<file path="src/spr_pkg.sv">
package spr_pkg;

   // ----------------------------------------------------------------
   // Clock and timing
   // ----------------------------------------------------------------
   localparam int CLK_MHZ      = 250;
   localparam int DEB_MS      = 2;    // least input level length
   localparam int SETTLE_MS   = 10;   // binary select settling window
   localparam int GAP_MS      = 50;   // pulse-count end gap
   localparam int ACK_MS      = 20;   // acknowledge pulse length
   localparam int ENC_MAX_KHZ = 18;   // highest encoder track rate
   localparam int DEB_CYC     = DEB_MS * CLK_MHZ * 1000;
   localparam int SETTLE_CYC  = SETTLE_MS * CLK_MHZ * 1000;
   localparam int GAP_CYC     = GAP_MS * CLK_MHZ * 1000;
   localparam int ACK_CYC     = ACK_MS * CLK_MHZ * 1000;

   // ----------------------------------------------------------------
   // Widths
   // ----------------------------------------------------------------
   localparam int SEL_W   = 5;   // binary select lines
   localparam int DET_N   = 8;   // detector results
   localparam int OUT_N   = 4;   // result outputs, output 0 is the ejector
   localparam int REF_W   = 16;  // taught reference word
   localparam int JOBS    = 32;
   localparam int TMR_W   = 24;
   localparam int DEB_W   = 20;
   localparam int ENC_W   = 16;
   localparam int ADDR_W  = 8;
   localparam int PIN_N   = 11;

   // ----------------------------------------------------------------
   // Register map (byte addresses)
   // ----------------------------------------------------------------
   localparam logic [7:0] ADR_CTRL   = 8'h00;
   localparam logic [7:0] ADR_STATUS = 8'h04;
   localparam logic [7:0] ADR_ENC    = 8'h08;
   localparam logic [7:0] ADR_REF    = 8'h0c;
   localparam logic [7:0] ADR_OUTCFG = 8'h10;  // four words, 0x10..0x1c

   // Control register fields
   localparam int CTRL_SEL_LSB  = 0;  // two bits, select mode
   localparam int CTRL_GATE     = 2;
   localparam int CTRL_REPEAT   = 3;
   localparam int CTRL_ACK      = 4;
   localparam int CTRL_TRIGMODE = 5;
   localparam int CTRL_PERM     = 6;
   localparam int CTRL_ENC      = 7;
   localparam int CTRL_CYCLIM   = 8;
   localparam logic [8:0] CTRL_RST = 9'h020;

   // Job select modes
   localparam logic [1:0] SEL_NONE  = 2'h0;
   localparam logic [1:0] SEL_BIN   = 2'h1;
   localparam logic [1:0] SEL_LEVEL = 2'h2;
   localparam logic [1:0] SEL_PULSE = 2'h3;

   localparam logic [4:0] JOB_RST = 5'h01;

   // ----------------------------------------------------------------
   // Carriers
   // ----------------------------------------------------------------
   typedef struct packed {
      logic [SEL_W-1:0] bin;      // binary_select_lines, bit 0 = lsb
      logic             teach;
      logic             pulse;    // pulse-counted select
      logic             level;    // two-way select
      logic             repeat_en;
      logic             gate;
      logic             trig;
   } spr_pin_in_t;

   typedef struct packed {
      logic             ready;
      logic             valid;
      logic             ack;
      logic             illum;
      logic [OUT_N-1:0] res;
   } spr_pin_out_t;

   typedef struct packed {
      logic             single;   // one detector drives the output
      logic [2:0]       idx;
      logic             use_or;
      logic             inv_all;
      logic [DET_N-1:0] inv;
      logic [DET_N-1:0] en;
   } spr_outcfg_t;

   // Result of one output from detector results
   function automatic logic spr_eval(input spr_outcfg_t cfg, input logic [DET_N-1:0] det);
      logic [DET_N-1:0] d;
      logic             r;
      d = det ^ cfg.inv;
      if (cfg.single)
         r = d[cfg.idx];
      else if (cfg.use_or)
         r = |(d & cfg.en);
      else
         r = &(d | ~cfg.en);
      return r ^ cfg.inv_all;
   endfunction : spr_eval

endpackage : spr_pkg

</file>
<file path="src/spr_ref_mem.sv">
`timescale 1ns/1ps
module spr_ref_mem
   import spr_pkg::*;
(
   // Clock
   input  logic             clk,
   // Write port
   input  logic             wr_en,
   input  logic [4:0]       wr_addr,
   input  logic [REF_W:0]   wr_data,
   // Read port
   input  logic [4:0]       rd_addr,
   output logic [REF_W:0]   rd_data
);

   // ----------------------------------------------------------------
   // Storage, no reset so kept words survive it
   // ----------------------------------------------------------------
   logic [REF_W:0] mem [JOBS];

   // Write
   always_ff @(posedge clk)
   begin
      if (wr_en)
         mem[wr_addr] <= wr_data;
   end

   // Registered read
   always_ff @(posedge clk)
   begin
      rd_data <= mem[rd_addr];
   end

endmodule : spr_ref_mem

</file>
<file path="src/spr_io.sv">
`timescale 1ns/1ps
// Contract
// - Two encoder tracks count up or down by phase, to 18 kHz.
// - Good input job change pulses acknowledge 20 ms; failure keeps it low.
// - Result outputs follow one detector or a logic combination.
// - Ready high only while a trigger can be taken; ready follows the idle state alone, high even with the gate low.
// - Valid high only while other outputs are valid.
// - Assigned gate passes triggers only while high.
// - Five binary lines pick jobs 1-31; any change drops ready.
// - Ready low until new job active; acknowledge precedes ready.
// - Two-way select taken only while ready; ready drops at change.
// - Two-way select high gives job 2, low job 1.
// - First pulse drops ready; pulses counted until a 50 ms gap.
// - Re-teach rise re-learns references of the current job.
// - Ready low throughout re-teaching.
// - Taught references volatile or kept over reset, by variant.
// - Two-way, pulse select and re-teach only in triggered mode.
// - Repeat gate keeps capturing until positive verdict or cycle limit.
// - Repeat gate also gates triggers.
// - Input levels act only after persisting 2 ms.
// - First binary line is the job number lsb.
module spr_io
   import spr_pkg::*;
#(
   parameter int DEB_CYCLES    = DEB_CYC,
   parameter int SETTLE_CYCLES = SETTLE_CYC,
   parameter int GAP_CYCLES    = GAP_CYC,
   parameter int ACK_CYCLES    = ACK_CYC
)
(
   // Clock and reset
   input  logic               clk,
   input  logic               reset_n,
   // Register port
   input  logic [ADDR_W-1:0]  reg_addr,
   input  logic [31:0]        reg_wdata,
   input  logic               reg_wr,
   input  logic               reg_rd,
   output logic [31:0]        reg_rdata,
   // Process pins, active high
   input  spr_pin_in_t        pin_in,
   input  logic               enc_a,
   input  logic               enc_b,
   output spr_pin_out_t       pin_out,
   // Evaluation core
   output logic               trig_pulse,
   input  logic               result_done,
   input  logic [DET_N-1:0]   det_res,
   input  logic               cycle_limit_hit,
   output logic               job_load,
   output logic [4:0]         job_num,
   input  logic               job_done,
   input  logic               job_ok,
   output logic               teach_start,
   input  logic               teach_done,
   input  logic [REF_W-1:0]   teach_ref,
   output logic [REF_W-1:0]   ref_word,
   output logic               ref_valid
);

   // ----------------------------------------------------------------
   // Declarations
   // ----------------------------------------------------------------
   typedef enum logic [6:0] {
      ST_IDLE   = 7'b0000001,
      ST_CAPT   = 7'b0000010,
      ST_SETTLE = 7'b0000100,
      ST_GAP    = 7'b0001000,
      ST_LOAD   = 7'b0010000,
      ST_ACK    = 7'b0100000,
      ST_TEACH  = 7'b1000000
   } spr_state_t;

   spr_state_t        state_ff;
   logic [8:0]        ctrl_ff;
   spr_outcfg_t       outcfg_ff [OUT_N];
   logic [PIN_N-1:0]  s1_ff, s2_ff, s3_ff, clean_ff, deb_ff, prev_ff;
   logic [DEB_W-1:0]  deb_cnt_ff [PIN_N];
   logic [1:0]        es1_ff, es2_ff, es3_ff, eab_ff, eab_prev_ff;
   logic [ENC_W-1:0]  enc_cnt_ff;
   logic              enc_dir_ff;
   logic [TMR_W-1:0]  tmr_ff;
   logic [4:0]        cur_job_ff, pcnt_ff;
   logic [SEL_W-1:0]  bin_seen_ff;
   logic [JOBS-1:0]   temp_ok_ff;
   logic              valid_ff, ack_ff;
   logic [OUT_N-1:0]  res_ff;
   logic [REF_W:0]    mem_rd;
   spr_pin_in_t       pin;
   spr_pin_in_t       rise;
   logic [1:0]        sel_mode;
   logic              trig_mode, gate_ok, trig_ok, rep_go, verdict;

   assign pin       = spr_pin_in_t'(deb_ff);
   assign rise      = spr_pin_in_t'(deb_ff & ~prev_ff);
   assign sel_mode  = ctrl_ff[CTRL_SEL_LSB +: 2];
   assign trig_mode = ctrl_ff[CTRL_TRIGMODE];
   assign gate_ok   = (!ctrl_ff[CTRL_GATE] || pin.gate) && (!ctrl_ff[CTRL_REPEAT] || pin.repeat_en);
   assign trig_ok   = rise.trig && gate_ok && trig_mode;
   assign verdict   = spr_eval(outcfg_ff[0], det_res);
   assign rep_go    = ctrl_ff[CTRL_REPEAT] && pin.repeat_en && !verdict
                      && !(ctrl_ff[CTRL_CYCLIM] && cycle_limit_hit);

   // ----------------------------------------------------------------
   // Input conditioning
   // ----------------------------------------------------------------
   // Three-stage synchroniser, change taken when stages two and three agree
   always_ff @(posedge clk or negedge reset_n)
   begin
      if (!reset_n)
      begin
         s1_ff    <= '0;
         s2_ff    <= '0;
         s3_ff    <= '0;
         clean_ff <= '0;
      end
      else
      begin
         s1_ff <= pin_in;
         s2_ff <= s1_ff;
         s3_ff <= s2_ff;
         clean_ff <= (s2_ff == s3_ff) ? s3_ff : clean_ff;
      end
   end

   // level must persist before it acts
   always_ff @(posedge clk or negedge reset_n)
   begin
      if (!reset_n)
      begin
         deb_ff  <= '0;
         prev_ff <= '0;
         for (int i = 0; i < PIN_N; i++)
            deb_cnt_ff[i] <= '0;
      end
      else
      begin
         prev_ff <= deb_ff;
         for (int i = 0; i < PIN_N; i++)
         begin
            if (clean_ff[i] == deb_ff[i])
               deb_cnt_ff[i] <= '0;
            else if (deb_cnt_ff[i] >= DEB_W'(DEB_CYCLES - 1))
            begin
               deb_ff[i]     <= clean_ff[i];
               deb_cnt_ff[i] <= '0;
            end
            else
               deb_cnt_ff[i] <= deb_cnt_ff[i] + 1'b1;
         end
      end
   end

   // ----------------------------------------------------------------
   // Quadrature encoder
   // ----------------------------------------------------------------
   // direction-aware counting, synchroniser only for full rate
   always_ff @(posedge clk or negedge reset_n)
   begin
      if (!reset_n)
      begin
         es1_ff      <= '0;
         es2_ff      <= '0;
         es3_ff      <= '0;
         eab_ff      <= '0;
         eab_prev_ff <= '0;
         enc_cnt_ff  <= '0;
         enc_dir_ff  <= 1'b0;
      end
      else
      begin
         es1_ff <= {enc_a, enc_b};
         es2_ff <= es1_ff;
         es3_ff <= es2_ff;
         for (int i = 0; i < 2; i++)
            eab_ff[i] <= (es2_ff[i] == es3_ff[i]) ? es3_ff[i] : eab_ff[i];
         eab_prev_ff <= eab_ff;
         if (ctrl_ff[CTRL_ENC] && (eab_ff != eab_prev_ff) && (eab_ff != ~eab_prev_ff))
         begin
            // Track A old against track B new gives the direction
            if (eab_prev_ff[1] ^ eab_ff[0])
            begin
               enc_cnt_ff <= enc_cnt_ff - 1'b1;
               enc_dir_ff <= 1'b1;
            end
            else
            begin
               enc_cnt_ff <= enc_cnt_ff + 1'b1;
               enc_dir_ff <= 1'b0;
            end
         end
      end
   end

   // ----------------------------------------------------------------
   // Sequencer
   // ----------------------------------------------------------------
   // Trigger, job change and teach flow
   always_ff @(posedge clk or negedge reset_n)
   begin
      if (!reset_n)
      begin
         state_ff    <= ST_IDLE;
         tmr_ff      <= '0;
         pcnt_ff     <= '0;
         bin_seen_ff <= '0;
         cur_job_ff  <= JOB_RST;
         job_num     <= JOB_RST;
         job_load    <= 1'b0;
         trig_pulse  <= 1'b0;
         teach_start <= 1'b0;
         ack_ff      <= 1'b0;
      end
      else
      begin
         job_load    <= 1'b0;
         trig_pulse  <= 1'b0;
         teach_start <= 1'b0;
         case (state_ff)
            ST_IDLE:
            begin
               tmr_ff <= '0;
               if (trig_ok)
               begin
                  trig_pulse <= 1'b1;
                  state_ff   <= ST_CAPT;
               end
               else if (sel_mode == SEL_BIN && pin.bin != bin_seen_ff)
                  state_ff <= ST_SETTLE;
               else if (sel_mode == SEL_LEVEL && trig_mode && pin.level != prev_ff[3])
               begin
                  job_num  <= pin.level ? 5'h02 : 5'h01;
                  job_load <= 1'b1;
                  state_ff <= ST_LOAD;
               end
               else if (sel_mode == SEL_PULSE && trig_mode && rise.pulse)
               begin
                  pcnt_ff  <= 5'h01;
                  state_ff <= ST_GAP;
               end
               else if (trig_mode && rise.teach)
               begin
                  teach_start <= 1'b1;
                  state_ff    <= ST_TEACH;
               end
            end
            ST_CAPT:
            begin
               if (result_done)
               begin
                  if (rep_go)
                     trig_pulse <= 1'b1;
                  else
                     state_ff <= ST_IDLE;
               end
            end
            ST_SETTLE:
            begin
               if (tmr_ff >= TMR_W'(SETTLE_CYCLES - 1))
               begin
                  tmr_ff      <= '0;
                  bin_seen_ff <= pin.bin;
                  // line 0 is the lsb, code zero fails
                  job_num     <= pin.bin;
                  job_load    <= (pin.bin != '0);
                  state_ff    <= (pin.bin != '0) ? ST_LOAD : ST_IDLE;
               end
               else
                  tmr_ff <= tmr_ff + 1'b1;
            end
            ST_GAP:
            begin
               // count pulses until the end gap
               if (rise.pulse)
               begin
                  tmr_ff  <= '0;
                  pcnt_ff <= (pcnt_ff == 5'h1f) ? pcnt_ff : pcnt_ff + 1'b1;
               end
               else if (pin.pulse)
                  tmr_ff <= '0;
               else if (tmr_ff >= TMR_W'(GAP_CYCLES - 1))
               begin
                  tmr_ff   <= '0;
                  job_num  <= pcnt_ff;
                  job_load <= 1'b1;
                  state_ff <= ST_LOAD;
               end
               else
                  tmr_ff <= tmr_ff + 1'b1;
            end
            ST_LOAD:
            begin
               if (job_done)
               begin
                  if (job_ok)
                     cur_job_ff <= job_num;
                  if (job_ok && ctrl_ff[CTRL_ACK])
                  begin
                     ack_ff   <= 1'b1;
                     state_ff <= ST_ACK;
                  end
                  else
                     state_ff <= ST_IDLE;
               end
            end
            ST_ACK:
            begin
               if (tmr_ff >= TMR_W'(ACK_CYCLES - 1))
               begin
                  tmr_ff   <= '0;
                  ack_ff   <= 1'b0;
                  state_ff <= ST_IDLE;
               end
               else
                  tmr_ff <= tmr_ff + 1'b1;
            end
            ST_TEACH:
            begin
               if (trig_ok)
                  trig_pulse <= 1'b1;
               if (teach_done)
                  state_ff <= ST_IDLE;
            end
            default:
               state_ff <= ST_IDLE;
         endcase
      end
   end

   // ----------------------------------------------------------------
   // Results and references
   // ----------------------------------------------------------------
   // outputs latched with valid
   always_ff @(posedge clk or negedge reset_n)
   begin
      if (!reset_n)
      begin
         res_ff   <= '0;
         valid_ff <= 1'b0;
      end
      else if (result_done && (state_ff == ST_CAPT || state_ff == ST_TEACH))
      begin
         for (int i = 0; i < OUT_N; i++)
            res_ff[i] <= spr_eval(outcfg_ff[i], det_res);
         valid_ff <= 1'b1;
      end
      else if (trig_pulse || job_load)
         valid_ff <= 1'b0;
   end

   always_ff @(posedge clk or negedge reset_n)
   begin
      if (!reset_n)
         temp_ok_ff <= '0;
      else if (state_ff == ST_TEACH && teach_done)
         temp_ok_ff[cur_job_ff] <= 1'b1;
   end

   // kept words carry their own mark
   spr_ref_mem u_ref_mem (
      .clk     (clk),
      .wr_en   (state_ff == ST_TEACH && teach_done),
      .wr_addr (cur_job_ff),
      .wr_data ({ctrl_ff[CTRL_PERM], teach_ref}),
      .rd_addr (cur_job_ff),
      .rd_data (mem_rd)
   );

   assign ref_word  = mem_rd[REF_W-1:0];
   assign ref_valid = temp_ok_ff[cur_job_ff] || mem_rd[REF_W];

   // ----------------------------------------------------------------
   // Pins
   // ----------------------------------------------------------------
   // all pins active high
   assign pin_out.ready = (state_ff == ST_IDLE);
   assign pin_out.valid = valid_ff;
   assign pin_out.ack   = ack_ff;
   assign pin_out.illum = (state_ff == ST_CAPT);
   assign pin_out.res   = res_ff;

   // ----------------------------------------------------------------
   // Register port
   // ----------------------------------------------------------------
   // Writes
   always_ff @(posedge clk or negedge reset_n)
   begin
      if (!reset_n)
      begin
         ctrl_ff <= CTRL_RST;
         for (int i = 0; i < OUT_N; i++)
            outcfg_ff[i] <= '0;
      end
      else if (reg_wr)
      begin
         if (reg_addr == ADR_CTRL)
            ctrl_ff <= reg_wdata[8:0];
         for (int i = 0; i < OUT_N; i++)
            if (reg_addr == ADR_OUTCFG + 8'(4 * i))
               outcfg_ff[i] <= reg_wdata[$bits(spr_outcfg_t)-1:0];
      end
   end

   // Reads, data one cycle after the strobe, unmapped reads zero
   always_ff @(posedge clk or negedge reset_n)
   begin
      if (!reset_n)
         reg_rdata <= '0;
      else
      begin
         reg_rdata <= '0;
         if (reg_rd)
         begin
            case (reg_addr)
               ADR_CTRL:   reg_rdata <= {23'h0, ctrl_ff};
               ADR_STATUS: reg_rdata <= {16'h0, state_ff, ref_valid, enc_dir_ff, valid_ff,
                                         pin_out.ready, cur_job_ff};
               ADR_ENC:    reg_rdata <= {16'h0, enc_cnt_ff};
               ADR_REF:    reg_rdata <= {15'h0, mem_rd};
               default:
               begin
                  for (int i = 0; i < OUT_N; i++)
                     if (reg_addr == ADR_OUTCFG + 8'(4 * i))
                        reg_rdata <= {10'h0, outcfg_ff[i]};
               end
            endcase
         end
      end
   end

endmodule : spr_io

</file>
<file path="config.mk">
export PLATFORM = sky130hd
export DESIGN_NAME = spr_io
export DESIGN_NICKNAME = d
export VERILOG_FILES = /design/src/spr_pkg.sv /design/src/spr_ref_mem.sv /design/src/spr_io.sv
export SDC_FILE = /design/constraint.sdc
export NUM_CORES = 2
export LEC_CHECK = 0
export ABC_AREA = 1
export BUFFER_PORTS_ARGS = -buffer_cell sky130_fd_sc_hd__buf_2
export CORE_UTILIZATION = 35
export CTS_BUF_LIST = sky130_fd_sc_hd__clkbuf_8
export CTS_CLUSTER_SIZE = 12
export DETAILED_ROUTE_END_ITERATION = 6
export SYNTH_ARGS = -nofsm -noshare
export SYNTH_HDL_FRONTEND = slang
export SYNTH_HIERARCHICAL = 1
export SYNTH_SLANG_ARGS = --single-unit
</file>
<file path="constraint.sdc">
create_clock -name clk -period 3.5 [get_ports clk]
set_input_delay 0.175 -clock clk [delete_from_list [all_inputs] [get_ports clk]]
set_output_delay 0.175 -clock clk [all_outputs]
set_load 0.02 [all_outputs]
</file>
==> metrics.md <==
| Metric | Value |
|---|---|
| Crit-path cells | `inv_1, nor2_2, inv_1, o22ai_1, o21ai_0, nand2_1, nor2_1, nand4_1, buf_12, buf_2` |
| Top cell type's share of synthesized area | `33.4%` |
| Fin crit share | `93.9%` |
| Root buffer cell | `clkbuf_8` |
| Crit path time final | `3290 ps` |
| Vias in the first global route | `35,500` |
| Routed length per instance | `17.9 um` |
| CP Capture Type | `output pin` |
| Final setup vio count | `0` |
| Placed Cells | `7,002` |
| Slew @ Worst Pin | `904 ps` |
| Die area | `141,000 um2` |
| Nets | `5,515` |
| Initial core utilization | `35.4%` |
| P&R area growth vs syn | `15.2%` |
| Seq cells post-synth | `1,078` |
| Synth Area per Inst | `9.56 um2` |
| CP peak stage delay | `730 ps` |
| Critical path type | `register to output pin` |
| Reg clk slew, reported paths | `60 ps` |
| Cell class contributing the biggest share of worst-path delay | `flip-flops` |
| Setup WS post-layout | `213 ps` |
| CP dominant cell by count | `inv_1` |
| Cell area power density | `478 nW/um2` |
| Critical path fanouts, max | `9` |
| Final max-slew violation count | `0` |
| Worst min path class | `primary input to register` |
| RePlAce Congestion | `0.955` |
| Status | `finished, final reports clean` |
| Top Ports | `151` |
| TritonCTS clock tree | `yes` |
| Largest net degree at the start of global routing | `173` |
| # DRC | `0` |
| Chip width | `376 um` |
| R2R Setup Slk | `390 ps` |
| Cells after synthesis | `5,120` |
| Crit path DAT | `3110 ps` |
| Total grt overflow | `0` |
| # rows | `136` |
| Worst vdd ir | `322 uV` |
| Buf+Inv Stages, Crit Path | `4` |
| Highest Clock Rate | `304 MHz` |
| Register area share after synthesis | `60.5%` |
| Die Ht | `376 um` |
| Hold EP | `reg_rdata[2]` |
| TNS Setup | `0 ps` |
| Post-synth ARST share | `48.0%` |
| FF/Latch Area | `29,600 um2` |
| Synth area leader | `edfxtp_1` |
| Data required, critical path | `3320 ps` |
| Synth Cell Area | `49,000 um2` |
| Synth area leaders | `edfxtp_1 33%, dfrtp_1 26%, nand2_1 10%` |
| Most used DFF post-synth | `edfxtp_1` |
| Leakage | `22.9 nW` |
| Clock buffer depth | `3` |
| DR pass1 iterations | `6` |
| Reg2reg end | `u_ref_mem/mem[28][4]` |
| Hold path startpoint | `reg_addr[4]` |
| Slowest-stage cell, CP | `dfstp_4` |
| DR vias/cell | `4.99` |
| Hold Fails Final Rpt | `0` |
| CTS Buf Count | `179` |
| Multi-input logic area | `16,700 um2` |
| Post-DP HPWL | `86,800 um` |
| Pre-CTS WS | `467 ps` |
| EDFF count, synth | `544` |
| Worst R2R Start | `state_ff[1]` |
| Via count | `37,000` |
| Post-DRT Antenna Nets | `0` |
| Post-synthesis cell type count | `76` |
| First-pass GRT wire length | `205,000 um` |
| H-tree depth | `4` |
| First DRT Iteration DRCs | `3,620` |
| Max Cap Viol | `0` |
| Share of cells above drive strength 1 | `10.6%` |
| Final non-filler cell total | `7,409` |
| Fillers | `13,600` |
| Clk sinks | `1,078` |
| Port Buffer Count | `130` |
| Relative slew slack | `39.7%` |
| Ys Warns | `6` |
| Core area | `138,000 um2` |
| CTS resizes | `0` |
| Fin util | `40.8%` |
| Initial antenna violation count | `7` |
| Worst r2r path cells | `11` |
| Clk_lat worst skew | `900 ps` |
| Count leader, synth | `nand2_1` |
| Total Routed Length | `133,000 um` |
| Clock skew | `61.8 ps` |
| Hold slack | `99.0 ps` |
| Worst hold stages | `6` |
| Total global-route track usage | `18.6%` |
| CP Launch Type | `register` |
| RSZ-0062 raised after global routing | `false` |
| Commonest cells in the netlist | `1,367 x nand2_1, 647 x nand3_1, 544 x edfxtp_1` |
[timing repair]
item | 4_1_cts | 5_1_grt
hold endpoints to repair | 1164 | 0
hold buffers | 79 | 0
setup endpoints to repair | 1 | 0
buffers inserted | 1 | 0
[flip-flops by register name, indices dropped and copies added, names as in the netlist, 16 cells and up]
register           cells
enc_cnt_ff            16
tmr_ff                24
deb_cnt_ff           220
reg_rdata             22
u_ref_mem/rd_data     17
outcfg_ff             88
u_ref_mem/mem        544
temp_ok_ff            32
[layout by cell type (no fill, tap or decap), drive strengths merged, types with 21 or more instances in the layout]
| master | instances |
|---|---|
| nand4 | 80 |
| or2 | 23 |
| nor3 | 153 |
| ha | 28 |
| dfrtp | 513 |
| a21oi | 97 |
| nor2 | 342 |
| clkbuf | 221 |
| o2111ai | 29 |
| xnor2 | 46 |
| xor2 | 105 |
| conb | 21 |
| nor3b | 23 |
| inv | 494 |
| o21ai | 243 |
| nor4 | 39 |
| clkinv | 39 |
| nand2 | 1371 |
| edfxtp | 544 |
| dlygate4sd3 | 78 |
| nand3 | 649 |
| o22ai | 23 |
| buf | 223 |
[tightest hold or removal path: cells and delay by family]
kind / cells / cell delay (ps)
AND/OR/NAND/NOR: 3 / 430
AO/OA/AOI/OAI: 1 / 220
buffers and inverters: 2 / 120
[where the power goes]
part           total [mW]  switching, mW  internal [mW]
clock                11.3           5.22           6.04
combinational        1.94           1.32          0.628
sequential           13.8          0.216           13.6
[kinds of logic after synthesis]
logic type	synth area share (%)
compound gates	6.16
buf+inv	5.62
simple gates	24.1
flops	60.5
xor+xnor	2.70
fa+ha+maj	0.797
mux	0.156
other cells	0.00766
[per-layer routing]
metal / global-route usage (%) / vias to the layer above / share of wire (%)
li1: - / 17900 / -
met1: 27.2 / 17700 / 47
met2: 27.7 / 1213 / 43
met3: 3.48 / 218 / 7.0
met4: 6.42 / 4 / 2.7
met5: 0 / - / 0.020
[worst max-delay path by stage]
stage | from | endpoint | slack [ps] | cells after the start
finish | cur_job_ff[0] | ref_valid | 210 | 10
global route | cur_job_ff[0] | ref_valid | 9 | 10
CTS | cur_job_ff[0] | ref_valid | 120 | 10
detailed placement | state_ff[0] | u_ref_mem/mem[28][4] | 470 | 11
global placement | state_ff[1] | u_ref_mem/mem[28][4] | 470 | 11
floorplan | state_ff[0] | u_ref_mem/mem[31][0] | 580 | 10
[final cells by class]
| type | count | share of cell area (%) |
|---|---|---|
| Antenna cell | 3 | 0.0133 |
| Clock buffer | 221 | 5.39 |
| Clock inverter | 103 | 1.14 |
| Inverter | 438 | 2.96 |
| Multi-Input combinational cell | 3402 | 29.6 |
| Sequential cell | 1078 | 52.5 |
| Tap cell | 1863 | 4.13 |
| Timing Repair Buffer | 301 | 4.23 |
[stage by stage]
stage	cell area [um2]	power, mW
6_report	56400	27.0
5_1_grt	56400	28.1
4_1_cts	56400	27.3
3_5_place_dp	51900	15.9
3_3_place_gp	51900	15.9
2_1_floorplan	49000	15.1
(Power assumes the default switching activity.)
